==> src/hdl/spim_defines.svh <==
// Offsets, fields, reset values and timing of the serial master block
// How it works
// - Pins serve master only while enable set
// - Master drives clock, data out, select
// - Polarity picks inverted or normal clock
// - Phase picks first or second sampling edge
// - Length field gives 1 to 24 bits
// - Transmit low byte least, high most
// - Execute 0x01 lowers select, starts shifting
// - Execute 0x02 raises select, no start
// - Captured bits land in receive bytes
// - Loopback feeds transmit into receive path
// - Loopback uses same registers, pins frozen
// - Loopback leaves sent bytes in receive
// - Select pin holds value at loopback entry
`ifndef SPIM_DEFINES_SVH
`define SPIM_DEFINES_SVH
// ****************************************
// Register byte addresses
// ****************************************
`define SPIM_A_PINCFG 8'h00
`define SPIM_A_CFG 8'h04
`define SPIM_A_TXLO 8'h08
`define SPIM_A_TXMID 8'h0c
`define SPIM_A_TXHI 8'h10
`define SPIM_A_EXE 8'h14
`define SPIM_A_RXLO 8'h18
`define SPIM_A_RXMID 8'h1c
`define SPIM_A_RXHI 8'h20
`define SPIM_A_DIAG 8'h24
`define SPIM_A_STAT 8'h28
// ****************************************
// Field positions and values
// ****************************************
`define SPIM_F_PIN_EN 0
`define SPIM_F_CPOL 5
`define SPIM_F_CPHA 6
`define SPIM_F_GO 0
`define SPIM_F_SS 1
`define SPIM_F_LOOP 0
`define SPIM_F_BUSY 0
`define SPIM_F_DONE 1
`define SPIM_MAX_BITS 5'h18
`define SPIM_RST_SS 1'b1
`define SPIM_RST_CFG 7'h08
// ****************************************
// Timing
// ****************************************
`define SPIM_CLK_NS 4
`define SPIM_HALF_NS 24
`define SPIM_HALF_CYC (`SPIM_HALF_NS / `SPIM_CLK_NS)
`endif

==> src/hdl/spim_pkg.sv <==
// Types shared by the serial master block
package spim_pkg;
  typedef enum logic {SPIM_IDLE, SPIM_RUN} spim_state_t;
  typedef logic [1:0] spim_resp_t;
  localparam spim_resp_t SPIM_OKAY = 2'h0;
  localparam spim_resp_t SPIM_SLVERR = 2'h2;
endpackage : spim_pkg

==> src/hdl/spim_axil.sv <==
// AXI4-Lite slave front end with simple register strobes
`timescale 1ns/100ps
module spim_axil (
  input wire logic clk,
  input wire logic rst_n,
  input wire logic [7:0] s_axi_awaddr,
  input wire logic s_axi_awvalid,
  output logic s_axi_awready,
  input wire logic [31:0] s_axi_wdata,
  input wire logic [3:0] s_axi_wstrb,
  input wire logic s_axi_wvalid,
  output logic s_axi_wready,
  output logic [1:0] s_axi_bresp,
  output logic s_axi_bvalid,
  input wire logic s_axi_bready,
  input wire logic [7:0] s_axi_araddr,
  input wire logic s_axi_arvalid,
  output logic s_axi_arready,
  output logic [31:0] s_axi_rdata,
  output logic [1:0] s_axi_rresp,
  output logic s_axi_rvalid,
  input wire logic s_axi_rready,
  output logic wr_en,
  output logic [7:0] wr_addr,
  output logic [7:0] wr_data,
  input wire logic wr_ok,
  output logic [7:0] rd_addr,
  input wire logic [31:0] rd_data,
  input wire logic rd_ok
);
  logic aw_have_ff;
  logic w_have_ff;
  logic [7:0] awaddr_ff;
  logic [7:0] wdata_ff;
  logic wlane_ff;
  logic do_wr;

  assign s_axi_awready = !aw_have_ff;
  assign s_axi_wready = !w_have_ff;
  assign s_axi_arready = !s_axi_rvalid;
  assign do_wr = aw_have_ff && w_have_ff && !s_axi_bvalid;
  assign wr_en = do_wr && wlane_ff;
  assign wr_addr = awaddr_ff;
  assign wr_data = wdata_ff;
  assign rd_addr = s_axi_araddr;

  // Capture address and data in either order
  always_ff @(posedge clk or negedge rst_n) begin
    if (!rst_n) begin
      aw_have_ff <= 1'b0;
      w_have_ff <= 1'b0;
      awaddr_ff <= 8'h00;
      wdata_ff <= 8'h00;
      wlane_ff <= 1'b0;
    end else begin
      if (s_axi_awvalid && !aw_have_ff) begin
        aw_have_ff <= 1'b1;
        awaddr_ff <= s_axi_awaddr;
      end else if (do_wr) begin
        aw_have_ff <= 1'b0;
      end
      if (s_axi_wvalid && !w_have_ff) begin
        w_have_ff <= 1'b1;
        wdata_ff <= s_axi_wdata[7:0];
        wlane_ff <= s_axi_wstrb[0];
      end else if (do_wr) begin
        w_have_ff <= 1'b0;
      end
    end
  end

  // Write response
  always_ff @(posedge clk or negedge rst_n) begin
    if (!rst_n) begin
      s_axi_bvalid <= 1'b0;
      s_axi_bresp <= spim_pkg::SPIM_OKAY;
    end else if (do_wr) begin
      s_axi_bvalid <= 1'b1;
      s_axi_bresp <= wr_ok ? spim_pkg::SPIM_OKAY : spim_pkg::SPIM_SLVERR;
    end else if (s_axi_bready) begin
      s_axi_bvalid <= 1'b0;
    end
  end

  // Read answer one cycle after address is taken
  always_ff @(posedge clk or negedge rst_n) begin
    if (!rst_n) begin
      s_axi_rvalid <= 1'b0;
      s_axi_rdata <= 32'h0000_0000;
      s_axi_rresp <= spim_pkg::SPIM_OKAY;
    end else if (s_axi_arvalid && !s_axi_rvalid) begin
      s_axi_rvalid <= 1'b1;
      s_axi_rdata <= rd_data;
      s_axi_rresp <= rd_ok ? spim_pkg::SPIM_OKAY : spim_pkg::SPIM_SLVERR;
    end else if (s_axi_rready) begin
      s_axi_rvalid <= 1'b0;
    end
  end
endmodule : spim_axil

==> src/hdl/spim_sync.sv <==
// Two-stage synchroniser for pin inputs
`timescale 1ns/100ps
module spim_sync #(
  parameter int W = 1
) (
  input wire logic clk,
  input wire logic rst_n,
  input wire logic [W-1:0] d,
  output logic [W-1:0] q
);
  // ****************************************
  // One two-flop chain per bit
  // ****************************************
  genvar i;
  generate
    for (i = 0; i < W; i++) begin : g_bit
      logic meta_ff;
      always_ff @(posedge clk or negedge rst_n) begin
        if (!rst_n) begin
          meta_ff <= 1'b0;
          q[i] <= 1'b0;
        end else begin
          meta_ff <= d[i];
          q[i] <= meta_ff;
        end
      end
    end
  endgenerate
endmodule : spim_sync

==> src/hdl/spim_top.sv <==
// Serial master with loopback, pin muxing and register file
`timescale 1ns/100ps
`include "spim_defines.svh"
module spim_top (
  input wire logic clk,
  input wire logic rst_n,
  input wire logic [7:0] s_axi_awaddr,
  input wire logic s_axi_awvalid,
  output logic s_axi_awready,
  input wire logic [31:0] s_axi_wdata,
  input wire logic [3:0] s_axi_wstrb,
  input wire logic s_axi_wvalid,
  output logic s_axi_wready,
  output logic [1:0] s_axi_bresp,
  output logic s_axi_bvalid,
  input wire logic s_axi_bready,
  input wire logic [7:0] s_axi_araddr,
  input wire logic s_axi_arvalid,
  output logic s_axi_arready,
  output logic [31:0] s_axi_rdata,
  output logic [1:0] s_axi_rresp,
  output logic s_axi_rvalid,
  input wire logic s_axi_rready,
  output logic sclk_o,
  output logic sclk_oe,
  output logic mosi_o,
  output logic mosi_oe,
  input wire logic miso_i,
  output logic ss_o,
  output logic ss_oe
);
  localparam logic [3:0] HALF_CYC = 4'(`SPIM_HALF_CYC);

  logic wr_en;
  logic [7:0] wr_addr;
  logic [7:0] wr_data;
  logic wr_ok;
  logic [7:0] rd_addr;
  logic [31:0] rd_data;
  logic rd_ok;
  logic miso_sync;

  logic pin_en_ff;
  logic [6:0] cfg_ff;
  logic [23:0] tx_ff;
  logic [23:0] rx_ff;
  logic ss_ctrl_ff;
  logic loop_ff;
  logic done_ff;
  spim_pkg::spim_state_t state_ff;
  logic [3:0] div_ff;
  logic [5:0] edge_ff;
  logic [5:0] last_edge_ff;
  logic sclk_ff;
  logic mosi_ff;
  logic [23:0] txsh_ff;
  logic [23:0] rxsh_ff;
  logic [4:0] nbits;
  logic cpol;
  logic cpha;
  logic go;
  logic tick;
  logic leading;
  logic drive_edge;
  logic sample_edge;
  logic rx_bit;
  logic [23:0] tx_aligned;

  // ****************************************
  // Bus front end and pin input sync
  // ****************************************
  spim_axil u_axil (
    .clk(clk),
    .rst_n(rst_n),
    .s_axi_awaddr(s_axi_awaddr),
    .s_axi_awvalid(s_axi_awvalid),
    .s_axi_awready(s_axi_awready),
    .s_axi_wdata(s_axi_wdata),
    .s_axi_wstrb(s_axi_wstrb),
    .s_axi_wvalid(s_axi_wvalid),
    .s_axi_wready(s_axi_wready),
    .s_axi_bresp(s_axi_bresp),
    .s_axi_bvalid(s_axi_bvalid),
    .s_axi_bready(s_axi_bready),
    .s_axi_araddr(s_axi_araddr),
    .s_axi_arvalid(s_axi_arvalid),
    .s_axi_arready(s_axi_arready),
    .s_axi_rdata(s_axi_rdata),
    .s_axi_rresp(s_axi_rresp),
    .s_axi_rvalid(s_axi_rvalid),
    .s_axi_rready(s_axi_rready),
    .wr_en(wr_en),
    .wr_addr(wr_addr),
    .wr_data(wr_data),
    .wr_ok(wr_ok),
    .rd_addr(rd_addr),
    .rd_data(rd_data),
    .rd_ok(rd_ok)
  );

  spim_sync #(.W(1)) u_miso_sync (
    .clk(clk),
    .rst_n(rst_n),
    .d(miso_i),
    .q(miso_sync)
  );

  // ****************************************
  // Register decode
  // ****************************************
  // Clamp length into 1..24
  assign nbits = (cfg_ff[4:0] == 5'h00) ? 5'h01 :
                 (cfg_ff[4:0] > `SPIM_MAX_BITS) ? `SPIM_MAX_BITS : cfg_ff[4:0];
  assign cpol = cfg_ff[`SPIM_F_CPOL];
  assign cpha = cfg_ff[`SPIM_F_CPHA];
  assign go = wr_en && (wr_addr == `SPIM_A_EXE) && wr_data[`SPIM_F_GO]
              && (state_ff == spim_pkg::SPIM_IDLE);

  // Known write targets
  always_comb begin
    unique case (wr_addr)
      `SPIM_A_PINCFG, `SPIM_A_CFG, `SPIM_A_TXLO, `SPIM_A_TXMID,
      `SPIM_A_TXHI, `SPIM_A_EXE, `SPIM_A_DIAG: wr_ok = 1'b1;
      `SPIM_A_RXLO, `SPIM_A_RXMID, `SPIM_A_RXHI, `SPIM_A_STAT: wr_ok = 1'b1;
      default: wr_ok = 1'b0;
    endcase
  end

  // Read mux, upper bits zero
  always_comb begin
    rd_ok = 1'b1;
    rd_data = 32'h0000_0000;
    unique case (rd_addr)
      `SPIM_A_PINCFG: rd_data[0] = pin_en_ff;
      `SPIM_A_CFG: rd_data[6:0] = cfg_ff;
      `SPIM_A_TXLO: rd_data[7:0] = tx_ff[7:0];
      `SPIM_A_TXMID: rd_data[7:0] = tx_ff[15:8];
      `SPIM_A_TXHI: rd_data[7:0] = tx_ff[23:16];
      `SPIM_A_EXE: rd_data[`SPIM_F_SS] = ss_ctrl_ff;
      `SPIM_A_RXLO: rd_data[7:0] = rx_ff[7:0];
      `SPIM_A_RXMID: rd_data[7:0] = rx_ff[15:8];
      `SPIM_A_RXHI: rd_data[7:0] = rx_ff[23:16];
      `SPIM_A_DIAG: rd_data[`SPIM_F_LOOP] = loop_ff;
      `SPIM_A_STAT: begin
        rd_data[`SPIM_F_BUSY] = (state_ff == spim_pkg::SPIM_RUN);
        rd_data[`SPIM_F_DONE] = done_ff;
      end
      default: rd_ok = 1'b0;
    endcase
  end

  // ****************************************
  // Software registers
  // ****************************************
  // Configuration and transmit bytes
  always_ff @(posedge clk or negedge rst_n) begin
    if (!rst_n) begin
      pin_en_ff <= 1'b0;
      cfg_ff <= `SPIM_RST_CFG;
      tx_ff <= 24'h00_0000;
      loop_ff <= 1'b0;
    end else if (wr_en) begin
      unique case (wr_addr)
        `SPIM_A_PINCFG: pin_en_ff <= wr_data[`SPIM_F_PIN_EN];
        `SPIM_A_CFG: cfg_ff <= wr_data[6:0];
        `SPIM_A_TXLO: tx_ff[7:0] <= wr_data;
        `SPIM_A_TXMID: tx_ff[15:8] <= wr_data;
        `SPIM_A_TXHI: tx_ff[23:16] <= wr_data;
        `SPIM_A_DIAG: loop_ff <= wr_data[`SPIM_F_LOOP];
        default: ;
      endcase
    end
  end

  // Select control from execute writes
  always_ff @(posedge clk or negedge rst_n) begin
    if (!rst_n) begin
      ss_ctrl_ff <= `SPIM_RST_SS;
    end else if (wr_en && wr_addr == `SPIM_A_EXE) begin
      ss_ctrl_ff <= wr_data[`SPIM_F_SS];
    end
  end

  // ****************************************
  // Shift engine
  // ****************************************
  assign tick = (div_ff == 4'h0);
  assign leading = !edge_ff[0];
  assign drive_edge = cpha ? leading : (!leading && edge_ff != last_edge_ff);
  assign sample_edge = leading ^ cpha;
  assign rx_bit = loop_ff ? mosi_ff : miso_sync;
  assign tx_aligned = tx_ff << (6'h18 - {1'b0, nbits});

  // Half period divider
  always_ff @(posedge clk or negedge rst_n) begin
    if (!rst_n) begin
      div_ff <= 4'h0;
    end else if (state_ff == spim_pkg::SPIM_IDLE || tick) begin
      div_ff <= HALF_CYC - 4'h1;
    end else begin
      div_ff <= div_ff - 4'h1;
    end
  end

  // Sequencer and edge counter
  always_ff @(posedge clk or negedge rst_n) begin
    if (!rst_n) begin
      state_ff <= spim_pkg::SPIM_IDLE;
      edge_ff <= 6'h00;
      last_edge_ff <= 6'h00;
      done_ff <= 1'b0;
    end else begin
      unique case (state_ff)
        spim_pkg::SPIM_IDLE: begin
          if (go) begin
            state_ff <= spim_pkg::SPIM_RUN;
            edge_ff <= 6'h00;
            last_edge_ff <= {nbits, 1'b0} - 6'h01;
            done_ff <= 1'b0;
          end
        end
        spim_pkg::SPIM_RUN: begin
          if (tick) begin
            edge_ff <= edge_ff + 6'h01;
            if (edge_ff == last_edge_ff) begin
              state_ff <= spim_pkg::SPIM_IDLE;
              done_ff <= 1'b1;
            end
          end
        end
      endcase
    end
  end

  // Internal clock, idles at polarity
  always_ff @(posedge clk or negedge rst_n) begin
    if (!rst_n) begin
      sclk_ff <= 1'b0;
    end else if (state_ff == spim_pkg::SPIM_IDLE) begin
      sclk_ff <= cpol;
    end else if (tick) begin
      sclk_ff <= !sclk_ff;
    end
  end

  // Data out shifting, MSB first
  always_ff @(posedge clk or negedge rst_n) begin
    if (!rst_n) begin
      mosi_ff <= 1'b0;
      txsh_ff <= 24'h00_0000;
    end else if (go) begin
      mosi_ff <= cpha ? mosi_ff : tx_aligned[23];
      txsh_ff <= cpha ? tx_aligned : (tx_aligned << 1);
    end else if (state_ff == spim_pkg::SPIM_RUN && tick && drive_edge) begin
      mosi_ff <= txsh_ff[23];
      txsh_ff <= txsh_ff << 1;
    end
  end

  // Data in capture and receive bytes
  always_ff @(posedge clk or negedge rst_n) begin
    if (!rst_n) begin
      rxsh_ff <= 24'h00_0000;
      rx_ff <= 24'h00_0000;
    end else if (go) begin
      rxsh_ff <= 24'h00_0000;
    end else if (state_ff == spim_pkg::SPIM_RUN && tick) begin
      if (sample_edge) begin
        rxsh_ff <= {rxsh_ff[22:0], rx_bit};
      end
      // Phase 0 ends on a trailing edge, shifter already full
      if (edge_ff == last_edge_ff) begin
        rx_ff <= sample_edge ? {rxsh_ff[22:0], rx_bit} : rxsh_ff;
      end
    end
  end

  // ****************************************
  // Pin drivers
  // ****************************************
  // Pins frozen while loopback runs
  always_ff @(posedge clk or negedge rst_n) begin
    if (!rst_n) begin
      sclk_o <= 1'b0;
      mosi_o <= 1'b0;
      ss_o <= `SPIM_RST_SS;
    end else if (!loop_ff) begin
      sclk_o <= sclk_ff;
      mosi_o <= mosi_ff;
      ss_o <= ss_ctrl_ff;
    end
  end

  // Enables follow pin function setting
  always_ff @(posedge clk or negedge rst_n) begin
    if (!rst_n) begin
      sclk_oe <= 1'b0;
      mosi_oe <= 1'b0;
      ss_oe <= 1'b0;
    end else begin
      sclk_oe <= pin_en_ff;
      mosi_oe <= pin_en_ff;
      ss_oe <= pin_en_ff;
    end
  end
endmodule : spim_top

==> config.mk <==
export PLATFORM = sky130hd
export DESIGN_NAME = spim_top
export DESIGN_NICKNAME = d
export VERILOG_FILES = /design/src/hdl/spim_pkg.sv /design/src/hdl/spim_axil.sv /design/src/hdl/spim_sync.sv /design/src/hdl/spim_top.sv
export VERILOG_INCLUDE_DIRS = /design/src /design/src/hdl
export SDC_FILE = /design/constraint.sdc
export NUM_CORES = 1
export LEC_CHECK = 0
export BUFFER_PORTS_ARGS = -buffer_cell sky130_fd_sc_hd__buf_2
export CAP_MARGIN = 25
export CORE_MARGIN = 2
export CORE_UTILIZATION = 64
export CTS_CLUSTER_DIAMETER = 100
export CTS_CLUSTER_SIZE = 40
export DETAILED_ROUTE_END_ITERATION = 7
export PLACE_DENSITY = 0.84
export SETUP_SLACK_MARGIN = 0.5
export SLEW_MARGIN = 20
export SYNTH_ARGS = -nofsm -noshare
export SYNTH_HDL_FRONTEND = slang
export SYNTH_SLANG_ARGS = --single-unit
==> constraint.sdc <==
create_clock -name clk -period 8.65 [get_ports clk]
set_input_delay 1.2975 -clock clk [delete_from_list [all_inputs] [get_ports clk]]
set_output_delay 1.2975 -clock clk [all_outputs]
set_load 0.02 [all_outputs]
After elaboration in Yosys (flattened, before gate mapping)
Cells that the tools add are included.
- register bits: 165
- latch bits: 0
- memory bits (writable): 0
- ROM bits: 0
- input bits: 60
- output and inout bits: 47
- word-level logic and storage cells: 152
- memories kept: 0
- add/subtract/negate cells: 4
- multipliers: 0
- div/mod/pow operators: 0
- order comparisons: 1
- eq/ne operators: 26
- shift operators: 1
- muxes and demuxes: 42
- bitwise operators: 3
- reduce and logical (&&, ||, !) cells: 42
- operators with widths (cell ; number):
    24-bit 2-to-1 mux ; 6
    8-bit by 5-bit equality test with 1-bit output, second input constant ; 8
    8-bit by 6-bit equality test with 1-bit output, second input constant ; 6
    5-bit one-hot mux with 7 select lines ; 1
    8-bit by 4-bit equality test with 1-bit output, second input constant ; 4
    24-bit by 6-bit << shifter with 24-bit output ; 1
    1-bit 2-to-1 mux ; 22
    11-bit OR reduction ; 2
    2-bit AND reduction ; 9
    8-bit by 3-bit equality test with 1-bit output, second input constant ; 2
    8-bit zero test ; 2
    1-bit logical AND ; 12
    6-bit 2-to-1 mux ; 2
    6-bit one-hot mux with 2 select lines ; 1
    2-bit nonzero test ; 6
    5-bit 2-to-1 mux ; 2
    1-bit one-hot mux with 10 select lines ; 1
    1-bit one-hot mux with 9 select lines ; 1
    6-bit by 1-bit adder with 6-bit output, second input constant ; 1
    6-bit equality test ; 1
    1-bit zero test ; 6
    6-bit inequality test ; 1
    1-bit one-hot mux with 6 select lines ; 1
    3-bit AND reduction ; 2
    14 further kinds ; 19

Logic depth before layout (Yosys ltp)
Gate-level depths: netlist (run 1).
- depth in word-level cells: 8
- depth in mapped cells: 15
- mapped depth without buffers: 11

Modules after synthesis
From an unflattened synthesis (run 1), not the netlist that was laid out.
- cells, all modules: 950
- area total of the unflattened synthesis: 10022.1 sq um
- modules (own cells, without submodules) (module ; instances ; cells an instance ; area an instance (sq um) ; sequential area each (sq um)):
    spim_top ; 1 ; 809 ; 7701.1 ; 3256.9
    spim_axil ; 1 ; 139 ; 2270.9 ; 1376.3
    spim_sync ; 1 ; 2 ; 50.0 ; 50.0

Worst setup path after synthesis (run 1)
OpenSTA, ideal clock, no wires.
- path type: register -> register
- start: reg cfg_ff[1]
- end: reg txsh_ff[16]
- library setup time: 136 ps
- data arrival time: 3191 ps
- required time: 8514 ps
- slack: 5323 ps
- stages on the path, launching flop included: 14
- path buffers: 3
- period minus slack after synthesis: 3327 ps
- cell sequence: dfrtp_1 or4_4 buf_6 nand2_8 inv_4 buf_6 ha_1 xnor2_1 clkbuf_1 a21oi_1 o21ai_0 o221ai_1 a221oi_2 a21oi_1
- longest elaborated chain between the ends: 7
- elaborated cells between the ends (all ways): 8
- classes of those cells: 1 x add/sub; 1 x order compare; 1 x shift; 4 x mux; 1 x reduce/logical
- RTL lines (what ; RTL line ; source):
    start: declaration ; spim_top.sv:44 ; logic [6:0] cfg_ff;
    start signal: assignment ; spim_top.sv:159 ; cfg_ff <= `SPIM_RST_CFG;
    start signal: assignment ; spim_top.sv:165 ; `SPIM_A_CFG: cfg_ff <= wr_data[6:0];
    5-bit > comparator (no source line) ; -- ;
    5-bit 2-to-1 mux ; spim_top.sv:113 ; (cfg_ff[4:0] > `SPIM_MAX_BITS) ? `SPIM_MAX_BITS : cfg_ff[4:0];
    5-bit 2-to-1 mux (*) ; spim_top.sv:112 ; assign nbits = (cfg_ff[4:0] == 5'h00) ? 5'h01 :
    5-bit by 5-bit subtractor with 6-bit output (*) ; spim_top.sv:192 ; assign tx_aligned = tx_ff << (6'h18 - {1'b0, nbits});
    24-bit by 6-bit << shifter with 24-bit output (*) ; spim_top.sv:192 ;
    24-bit 2-to-1 mux (*) ; spim_top.sv:253 ; txsh_ff <= cpha ? tx_aligned : (tx_aligned << 1);
    24-bit 2-to-1 mux (*) ; spim_top.sv:251 ; end else if (go) begin
    end signal: assignment ; spim_top.sv:253 ;
    end signal: assignment ; spim_top.sv:256 ; txsh_ff <= txsh_ff << 1;
    end: declaration ; spim_top.sv:56 ; logic [23:0] txsh_ff;
Mark *: on every way between the ends. The rest lies on a longest branch, timed or not.
A chain may end at the register's enable or synchronous reset.

Worst setup path after layout (run 1)
- start: reg cfg_ff[1]
- end: reg txsh_ff[23]
Same word-level chain as after synthesis.

==> results of run 1 <==
-- per-stage QoR --
stage / utilization (%) / instances / hold WS, ps / cell area, um2
4_1_cts: 71.2 / 1116 / 366 / 9850
3_3_place_gp: 67.3 / 1084 / 346 / 9300
6_report: 71.3 / 1117 / 363 / 9860
5_1_grt: 71.3 / 1117 / 371 / 9860
3_5_place_dp: 67.3 / 1084 / 343 / 9300
2_1_floorplan: - / 917 / 331 / 9120
-- metal layers --
| layer | share of wire [%] | up-vias | global-route usage (%) |
|---|---|---|---|
| met1 | 40 | 3530 | 41.7 |
| met2 | 48 | 388 | 51.2 |
| li1 | - | 3284 | - |
| met4 | 4.5 | 0 | 15.7 |
| met5 | 0 | - | 0 |
| met3 | 7.5 | 81 | 6.88 |
-- kinds of logic after synthesis --
group / after synthesis / share of synthesized area, %
buffers and inverters: 94 / 5.32
flip-flops: 163 / 45.2
adder cells (fa/ha/maj): 4 / 0.554
AND/OR/NAND/NOR: 277 / 14.4
multiplexers: 145 / 19.3
other: 1 / 0.0415
XOR/XNOR: 17 / 1.73
AO/OA/AOI/OAI: 191 / 13.4
-- worst max path at each step --
stage / from / end / slack [ps] / cells after the start
6_report: cfg_ff[1]$_DFFE_PN0P_ / txsh_ff[23]$_DFFE_PN0P_ / 4720 / 11
5_1_grt: cfg_ff[1]$_DFFE_PN0P_ / txsh_ff[23]$_DFFE_PN0P_ / 4490 / 11
4_1_cts: cfg_ff[1]$_DFFE_PN0P_ / txsh_ff[23]$_DFFE_PN0P_ / 4740 / 11
3_5_place_dp: cfg_ff[1]$_DFFE_PN0P_ / txsh_ff[23]$_DFFE_PN0P_ / 4770 / 11
3_3_place_gp: cfg_ff[1]$_DFFE_PN0P_ / txsh_ff[23]$_DFFE_PN0P_ / 4810 / 11
2_1_floorplan: cfg_ff[1]$_DFFE_PN0P_ / txsh_ff[16]$_DFFE_PN0P_ / 5320 / 13
-- power groups by stage --
stage | clock network, uW | registers, uW | logic [uW]
after floorplan | 0 | 935 | 515
after global placement | 0 | 973 | 620
after detailed placement | 0 | 980 | 634
after CTS | 709 | 970 | 639
after global routing | 739 | 989 | 706
final | 698 | 979 | 648
-- final cells by class --
class | count | area share [%]
multi-input combinational | 660 | 46.4
clock inverter | 9 | 0.698
timing repair buffer | 66 | 3.72
sequential | 163 | 41.4
clock buffer | 23 | 4.85
tap | 180 | 2.28
inverter | 16 | 0.635
-- synthesized netlist by cell type (all sizes together), types with 7 or more instances --
cell | n | area share, %
nand3 | 47 | 2.6
o22ai | 11 | 0.76
nor2 | 36 | 1.5
a21oi | 48 | 2.7
dfrtp | 160 | 44
xnor2 | 12 | 1.2
mux2 | 56 | 7.0
a22oi | 14 | 1.2
nor3 | 16 | 0.89
a221oi | 9 | 0.94
clkbuf | 40 | 1.7
nand2b | 11 | 0.76
o21ai | 59 | 3.3
mux4 | 15 | 4.0
nand2 | 124 | 5.3
buf | 38 | 3.0
mux2i | 74 | 8.2
nand4 | 7 | 0.48
inv | 14 | 0.61
-- flip-flops by register name (all words and copies together), names as in the netlist, 4 cells and up --
signal,count
tx_ff,24
last_edge_ff,6
div_ff,4
rx_ff,24
u_axil.s_axi_rdata,8
edge_ff,6
u_axil.wr_data,8
u_axil.wr_addr,8
txsh_ff,24
rxsh_ff,24
cfg_ff,7
==> impl_metrics.py, run 1 <==
metrics = {
    "run_status": {
        "status": "completed",
    },
    "drt": {
        "totalWireLength_mm": 22.4,
        "via_per_inst": 6.52,
        "antenna_violating_nets_post_route": 0,
        "drt_first_iter_violations": 589,
        "drc_violation_count_after_routing": 0,
        "dr_total_vias": 7283,
        "routed_wire_length_per_instance_um": 20.0,
        "detailedRoute.firstPassIterationCount": 6,
    },
    "grt": {
        "grt_start_max_net_pins": 93,
        "grt_util_all_layers_pct": 32.1,
        "first_pass_grt_wire_length_mm": 37.0,
        "antenna_violations_before_repair": 0,
        "grt_pass1_vias": 7176,
        "gr-total-overflow": 0,
    },
    "pwr": {
        "p_sw_share_pct": 35.0,
        "internal_power_uw": 1510,
        "worst_ir_drop_vdd_mv": 0.199,
        "pwr_density_cell_nw_per_um2": 236,
        "power.sequential.fraction_pct": 42.1,
        "p_leak_uw": 0.00472,
        "net_switching_uw": 814,
        "post-layout-total-power_uw": 2320,
        "combPwrFrac_pct": 27.9,
        "clock_power_share_pct": 30.0,
    },
    "clocking": {
        "clkTransAtPathRegs_ps": 60,
        "cts-root-buf": "sky130_fd_sc_hd__clkbuf_16",
        "cts-root-to-sink-buffers": 2,
        "clk_latency_ps": 430,
        "tritoncts": "done",
        "cts.sink_count": 163,
        "postCtsHoldBufs": 0,
        "cts_post_setup_buffers_inserted": 0,
        "num_cts_buffers": 17,
        "postCtsResizedCells": 0,
        "clock_tree.htree_level_count": 4,
    },
    "timing": {
        "final.setup.worst_slack_ps": 4720,
        "final_min_period_over_clock_period_pct": 45.5,
        "max_clock_freq_mhz": 254,
        "timing_max_transition_violations_final": 0,
        "setup_viol": 0,
        "max-slew-margin-rel_pct": 38.5,
        "finalCriticalPeriod_ps": 3930,
        "grt_setup_unrepaired": "false",
        "fin_worst_skew_ps": 10.1,
        "tightest_slew_ps": 921,
        "timing_hold_violations_final": 0,
        "fin_tns_setup_ps": 0,
    },
    "job": {
        "timing.max_cap.violations": 0,
    },
    "worst_hold_path": {
        "timing.hold.worst.start": "u_miso_sync.g_bit[0].meta_ff$_DFF_PN0_",
        "min_path_type": "register to register",
        "worst_hold_path.num_cells": 0,
        "holdPathEnd": "u_miso_sync.q$_DFF_PN0_",
    },
    "synth": {
        "ys_types": 69,
        "seq_area_frac_synth_pct": 45.2,
        "synth-async-reset-ratio_pct": 100,
        "ys_flop_type": "sky130_fd_sc_hd__dfrtp_1",
        "synth-edff-count": 0,
        "syn_avg_cell_area_um2": 10.1,
        "combined_area_of_all_synthesized_cells_um2": 9030,
        "synth-warning-count": 0,
        "synth.ff_latch_count": 163,
        "postSynthCellCount": 892,
    },
    "worst_setup_path": {
        "crit-reg2reg-capture": "txsh_ff[23]$_DFFE_PN0P_",
        "cp_data_arrival_time_ps": 4250,
        "cp_cell_sequence": "or4_4, nand2_8, inv_4, ha_1, buf_4, clkinv_1, mux4_2, a211o_1, a32oi_1, nand2_1, a31o_1",
        "cp-start-kind": "register",
        "critical_path.slowest_cell": "sky130_fd_sc_hd__or4_4",
        "critical_path_required_ps": 8970,
        "critPathBufInv": 3,
        "critPathMaxStageDelay_ps": 660,
        "r2r.worst_path.cells": 11,
        "reg2reg_from": "cfg_ff[1]$_DFFE_PN0P_",
        "worstSetupPathType": "register to register",
        "timing.critical_path.to_type": "register",
        "slack_of_the_worst_reg_to_reg_path_ps": 4720,
        "worst_path_dominant_cell_family": "simple AND/OR/NAND/NOR gates",
        "cp_max_fo": 32,
    },
    "final_layout": {
        "most_common_cell_after_layout_fill_and_taps_aside": "sky130_fd_sc_hd__dfrtp_1",
        "fraction_of_final_layout_cells_sized_beyond_drive_strength_1_pct": 18.6,
        "area_growth_syn_to_layout_pct": 9.17,
        "antenna_cells_inserted": 0,
        "multi_input_area_um2": 4570,
        "finalNetCount": 988,
        "layout.cells.most_common_list": "160 x sky130_fd_sc_hd__dfrtp_1, 123 x sky130_fd_sc_hd__nand2_1, 73 x sky130_fd_sc_hd__mux2i_1",
        "n_fill_cell": 1000,
        "ff_latch_area_um2": 4080,
    },
    "die": {
        "die_height_um": 123,
        "placementRows": 43,
        "die_x_um": 123,
        "die_area_um2": 15100,
        "total_core_area_um2": 13800,
        "io_pins": 107,
        "start_util_pct": 65.3,
    },
    "placed_design": {
        "gpl.final_weighted_congestion": 0.932,
        "place_worst_setup_slack_ps": 4770,
        "placement.io_buffers": 53,
        "place.detailed.hpwl_mm": 15.1,
    },
}
Note: power is estimated with default switching activity, not from simulation.
==> inputs of run 2 (changes only) <==
Settings changed: CORE_UTILIZATION 64 to 53, PLACE_DENSITY 0.84 to 0.74.
Clock period 8.65 ns to 3.41 ns, I/O delays scaled along.
==> impl_metrics.py, run 2 (synthesized netlist as in run 1, its figures left out) <==
metrics = {
    "timing": {
        "max_clock_freq_mhz": 332,
        "final_min_period_over_clock_period_pct": 88.4,
        "finalCriticalPeriod_ps": 3010,
        "max-slew-margin-rel_pct": 37.7,
        "timing_max_transition_violations_final": 0,
        "fin_worst_skew_ps": 12.0,
        "grt_setup_unrepaired": "true",
        "tightest_slew_ps": 927,
        "setup_viol": 0,
        "timing_hold_violations_final": 0,
        "fin_tns_setup_ps": 0,
    },
    "pwr": {
        "worst_ir_drop_vdd_mv": 0.431,
        "power.sequential.fraction_pct": 38.3,
        "combPwrFrac_pct": 32.7,
        "net_switching_uw": 2240,
        "internal_power_uw": 4190,
        "p_leak_uw": 0.00491,
        "clock_power_share_pct": 29.0,
        "pwr_density_cell_nw_per_um2": 613,
        "p_sw_share_pct": 34.8,
    },
    "die": {
        "total_core_area_um2": 16600,
        "start_util_pct": 54.3,
        "die_area_um2": 18100,
        "io_pins": 107,
        "die_x_um": 135,
        "placementRows": 47,
        "die_height_um": 135,
    },
    "grt": {
        "first_pass_grt_wire_length_mm": 37.2,
        "grt_pass1_vias": 6889,
        "grt_util_all_layers_pct": 26.6,
        "grt_start_max_net_pins": 63,
        "antenna_violations_before_repair": 0,
        "gr-total-overflow": 0,
    },
    "clocking": {
        "clk_latency_ps": 430,
        "tritoncts": "done",
        "cts.sink_count": 163,
        "num_cts_buffers": 17,
        "cts-root-buf": "sky130_fd_sc_hd__clkbuf_16",
        "clock_tree.htree_level_count": 4,
        "cts-root-to-sink-buffers": 2,
        "clkTransAtPathRegs_ps": 70,
    },
    "worst_hold_path": {
        "min_path_type": "primary input to async pin",
    },
    "drt": {
        "drc_violation_count_after_routing": 0,
        "dr_total_vias": 7252,
        "routed_wire_length_per_instance_um": 19.6,
        "via_per_inst": 6.10,
        "totalWireLength_mm": 23.3,
        "drt_first_iter_violations": 589,
        "antenna_violating_nets_post_route": 0,
        "detailedRoute.firstPassIterationCount": 6,
    },
    "worst_setup_path": {
        "cp_cell_sequence": "or4_4, nand2_8, inv_6, ha_4, buf_6, nand2b_4, nor3_1, a211o_2, a221o_1, nand2_2, nand3_1, a31o_1",
        "critical_path.slowest_cell": "sky130_fd_sc_hd__or4_4",
        "cp_data_arrival_time_ps": 3330,
        "timing.critical_path.to_type": "register",
        "critPathBufInv": 2,
        "critPathMaxStageDelay_ps": 580,
        "cp-start-kind": "register",
        "worst_path_dominant_cell_family": "simple AND/OR/NAND/NOR gates",
        "critical_path_required_ps": 3730,
        "cp_max_fo": 6,
        "worstSetupPathType": "register to register",
    },
    "final_layout": {
        "fraction_of_final_layout_cells_sized_beyond_drive_strength_1_pct": 25.4,
        "finalNetCount": 1020,
        "most_common_cell_after_layout_fill_and_taps_aside": "sky130_fd_sc_hd__dfrtp_1",
        "antenna_cells_inserted": 0,
        "area_growth_syn_to_layout_pct": 16.1,
        "finish.utilization_pct": 63.0,
        "n_fill_cell": 1362,
        "layout.cells.most_common_list": "160 x sky130_fd_sc_hd__dfrtp_1, 120 x sky130_fd_sc_hd__nand2_1, 64 x sky130_fd_sc_hd__mux2i_1",
    },
    "placed_design": {
        "gpl.final_weighted_congestion": 0.937,
        "placement.io_buffers": 53,
        "place.detailed.hpwl_mm": 15.9,
    },
    "job": {
        "timing.max_cap.violations": 0,
    },
    "run_status": {
        "status": "completed",
    },
}
run 2: cell types whose count changed in the layout (fill, tap and decap cells not counted), moves of 4 or more:
cell | previous run | this run
sky130_fd_sc_hd__a21oi_1 | 48 | 43
sky130_fd_sc_hd__mux2i_1 | 73 | 64
sky130_fd_sc_hd__mux2i_2 | 1 | 8
sky130_fd_sc_hd__buf_4 | 12 | 39
sky130_fd_sc_hd__a21oi_2 | 0 | 4
run 2: power by group through the flow:
stage | logic (uW) | registers, uW | clock network [uW]
6_report | 2100 | 2460 | 1870
5_1_grt | 2240 | 2490 | 1970
4_1_cts | 1980 | 2450 | 1900
3_5_place_dp | 1750 | 2480 | 0
3_3_place_gp | 1710 | 2460 | 0
2_1_floorplan | 1400 | 2370 | 0
run 2: area by class of cell:
type | instances | area [um2] | area share [%]
well taps | 220 | 275 | 2.63
clock buffers | 23 | 478 | 4.56
flip-flops and latches | 163 | 4080 | 38.9
inverters | 16 | 70.1 | 0.668
clock inverters | 9 | 92.6 | 0.883
multi-input cells | 660 | 4840 | 46.1
repair buffers | 98 | 648 | 6.18
run 2: metal layers:
| metal | vias up | routed length [um] | global-route usage [%] |
|---|---|---|---|
| met1 | 3574 | 9980 | 35.5 |
| met2 | 282 | 11100 | 43.5 |
| met3 | 66 | 1270 | 4.43 |
| met5 | - | 0 | 0 |
| li1 | 3330 | - | - |
| met4 | 0 | 945 | 10.9 |
run 2: what timing repair did:
item / in CTS / in global routing
resized for setup: 33 / 26
hold endpoints to repair: 0 / 0
setup buffers: 14 / 1
pin swaps: 17 / 13
endpoints found under the setup margin: 15 / 25
hold buffers: 0 / 0
run 2: worst paths after layout:
kind,slack [ps],cells after the start,startpoint,to
hold / removal,30,1,rst_n,u_axil.wr_addr[1]$_DFFE_PN0P_
setup reg to reg,400,12,cfg_ff[1]$_DFFE_PN0P_,txsh_ff[23]$_DFFE_PN0P_
setup / recovery,400,12,cfg_ff[1]$_DFFE_PN0P_,txsh_ff[23]$_DFFE_PN0P_
min in group clk,190,1,miso_i,u_miso_sync.g_bit[0].meta_ff$_DFF_PN0_
max in group asynchronous,2560,2,rst_n,ss_ctrl_ff$_DFFE_PN1P_
hold reg to reg,350,0,u_miso_sync.g_bit[0].meta_ff$_DFF_PN0_,u_miso_sync.q$_DFF_PN0_
run 2: per-stage QoR:
| step | std cells | cell area (um2) | hold WS [ps] | setup WS [ps] | power, uW |
|---|---|---|---|---|---|
| after floorplan | 917 | 9210 | 216 | 338 | 3770 |
| final | 1189 | 10500 | 27.2 | 396 | 6430 |
| after global placement | 1142 | 9560 | 340 | 317 | 4180 |
| after global routing | 1189 | 10500 | 85.3 | 325 | 6700 |
| after CTS | 1188 | 10400 | 56.7 | 438 | 6330 |
| after detailed placement | 1142 | 9560 | 338 | 308 | 4230 |
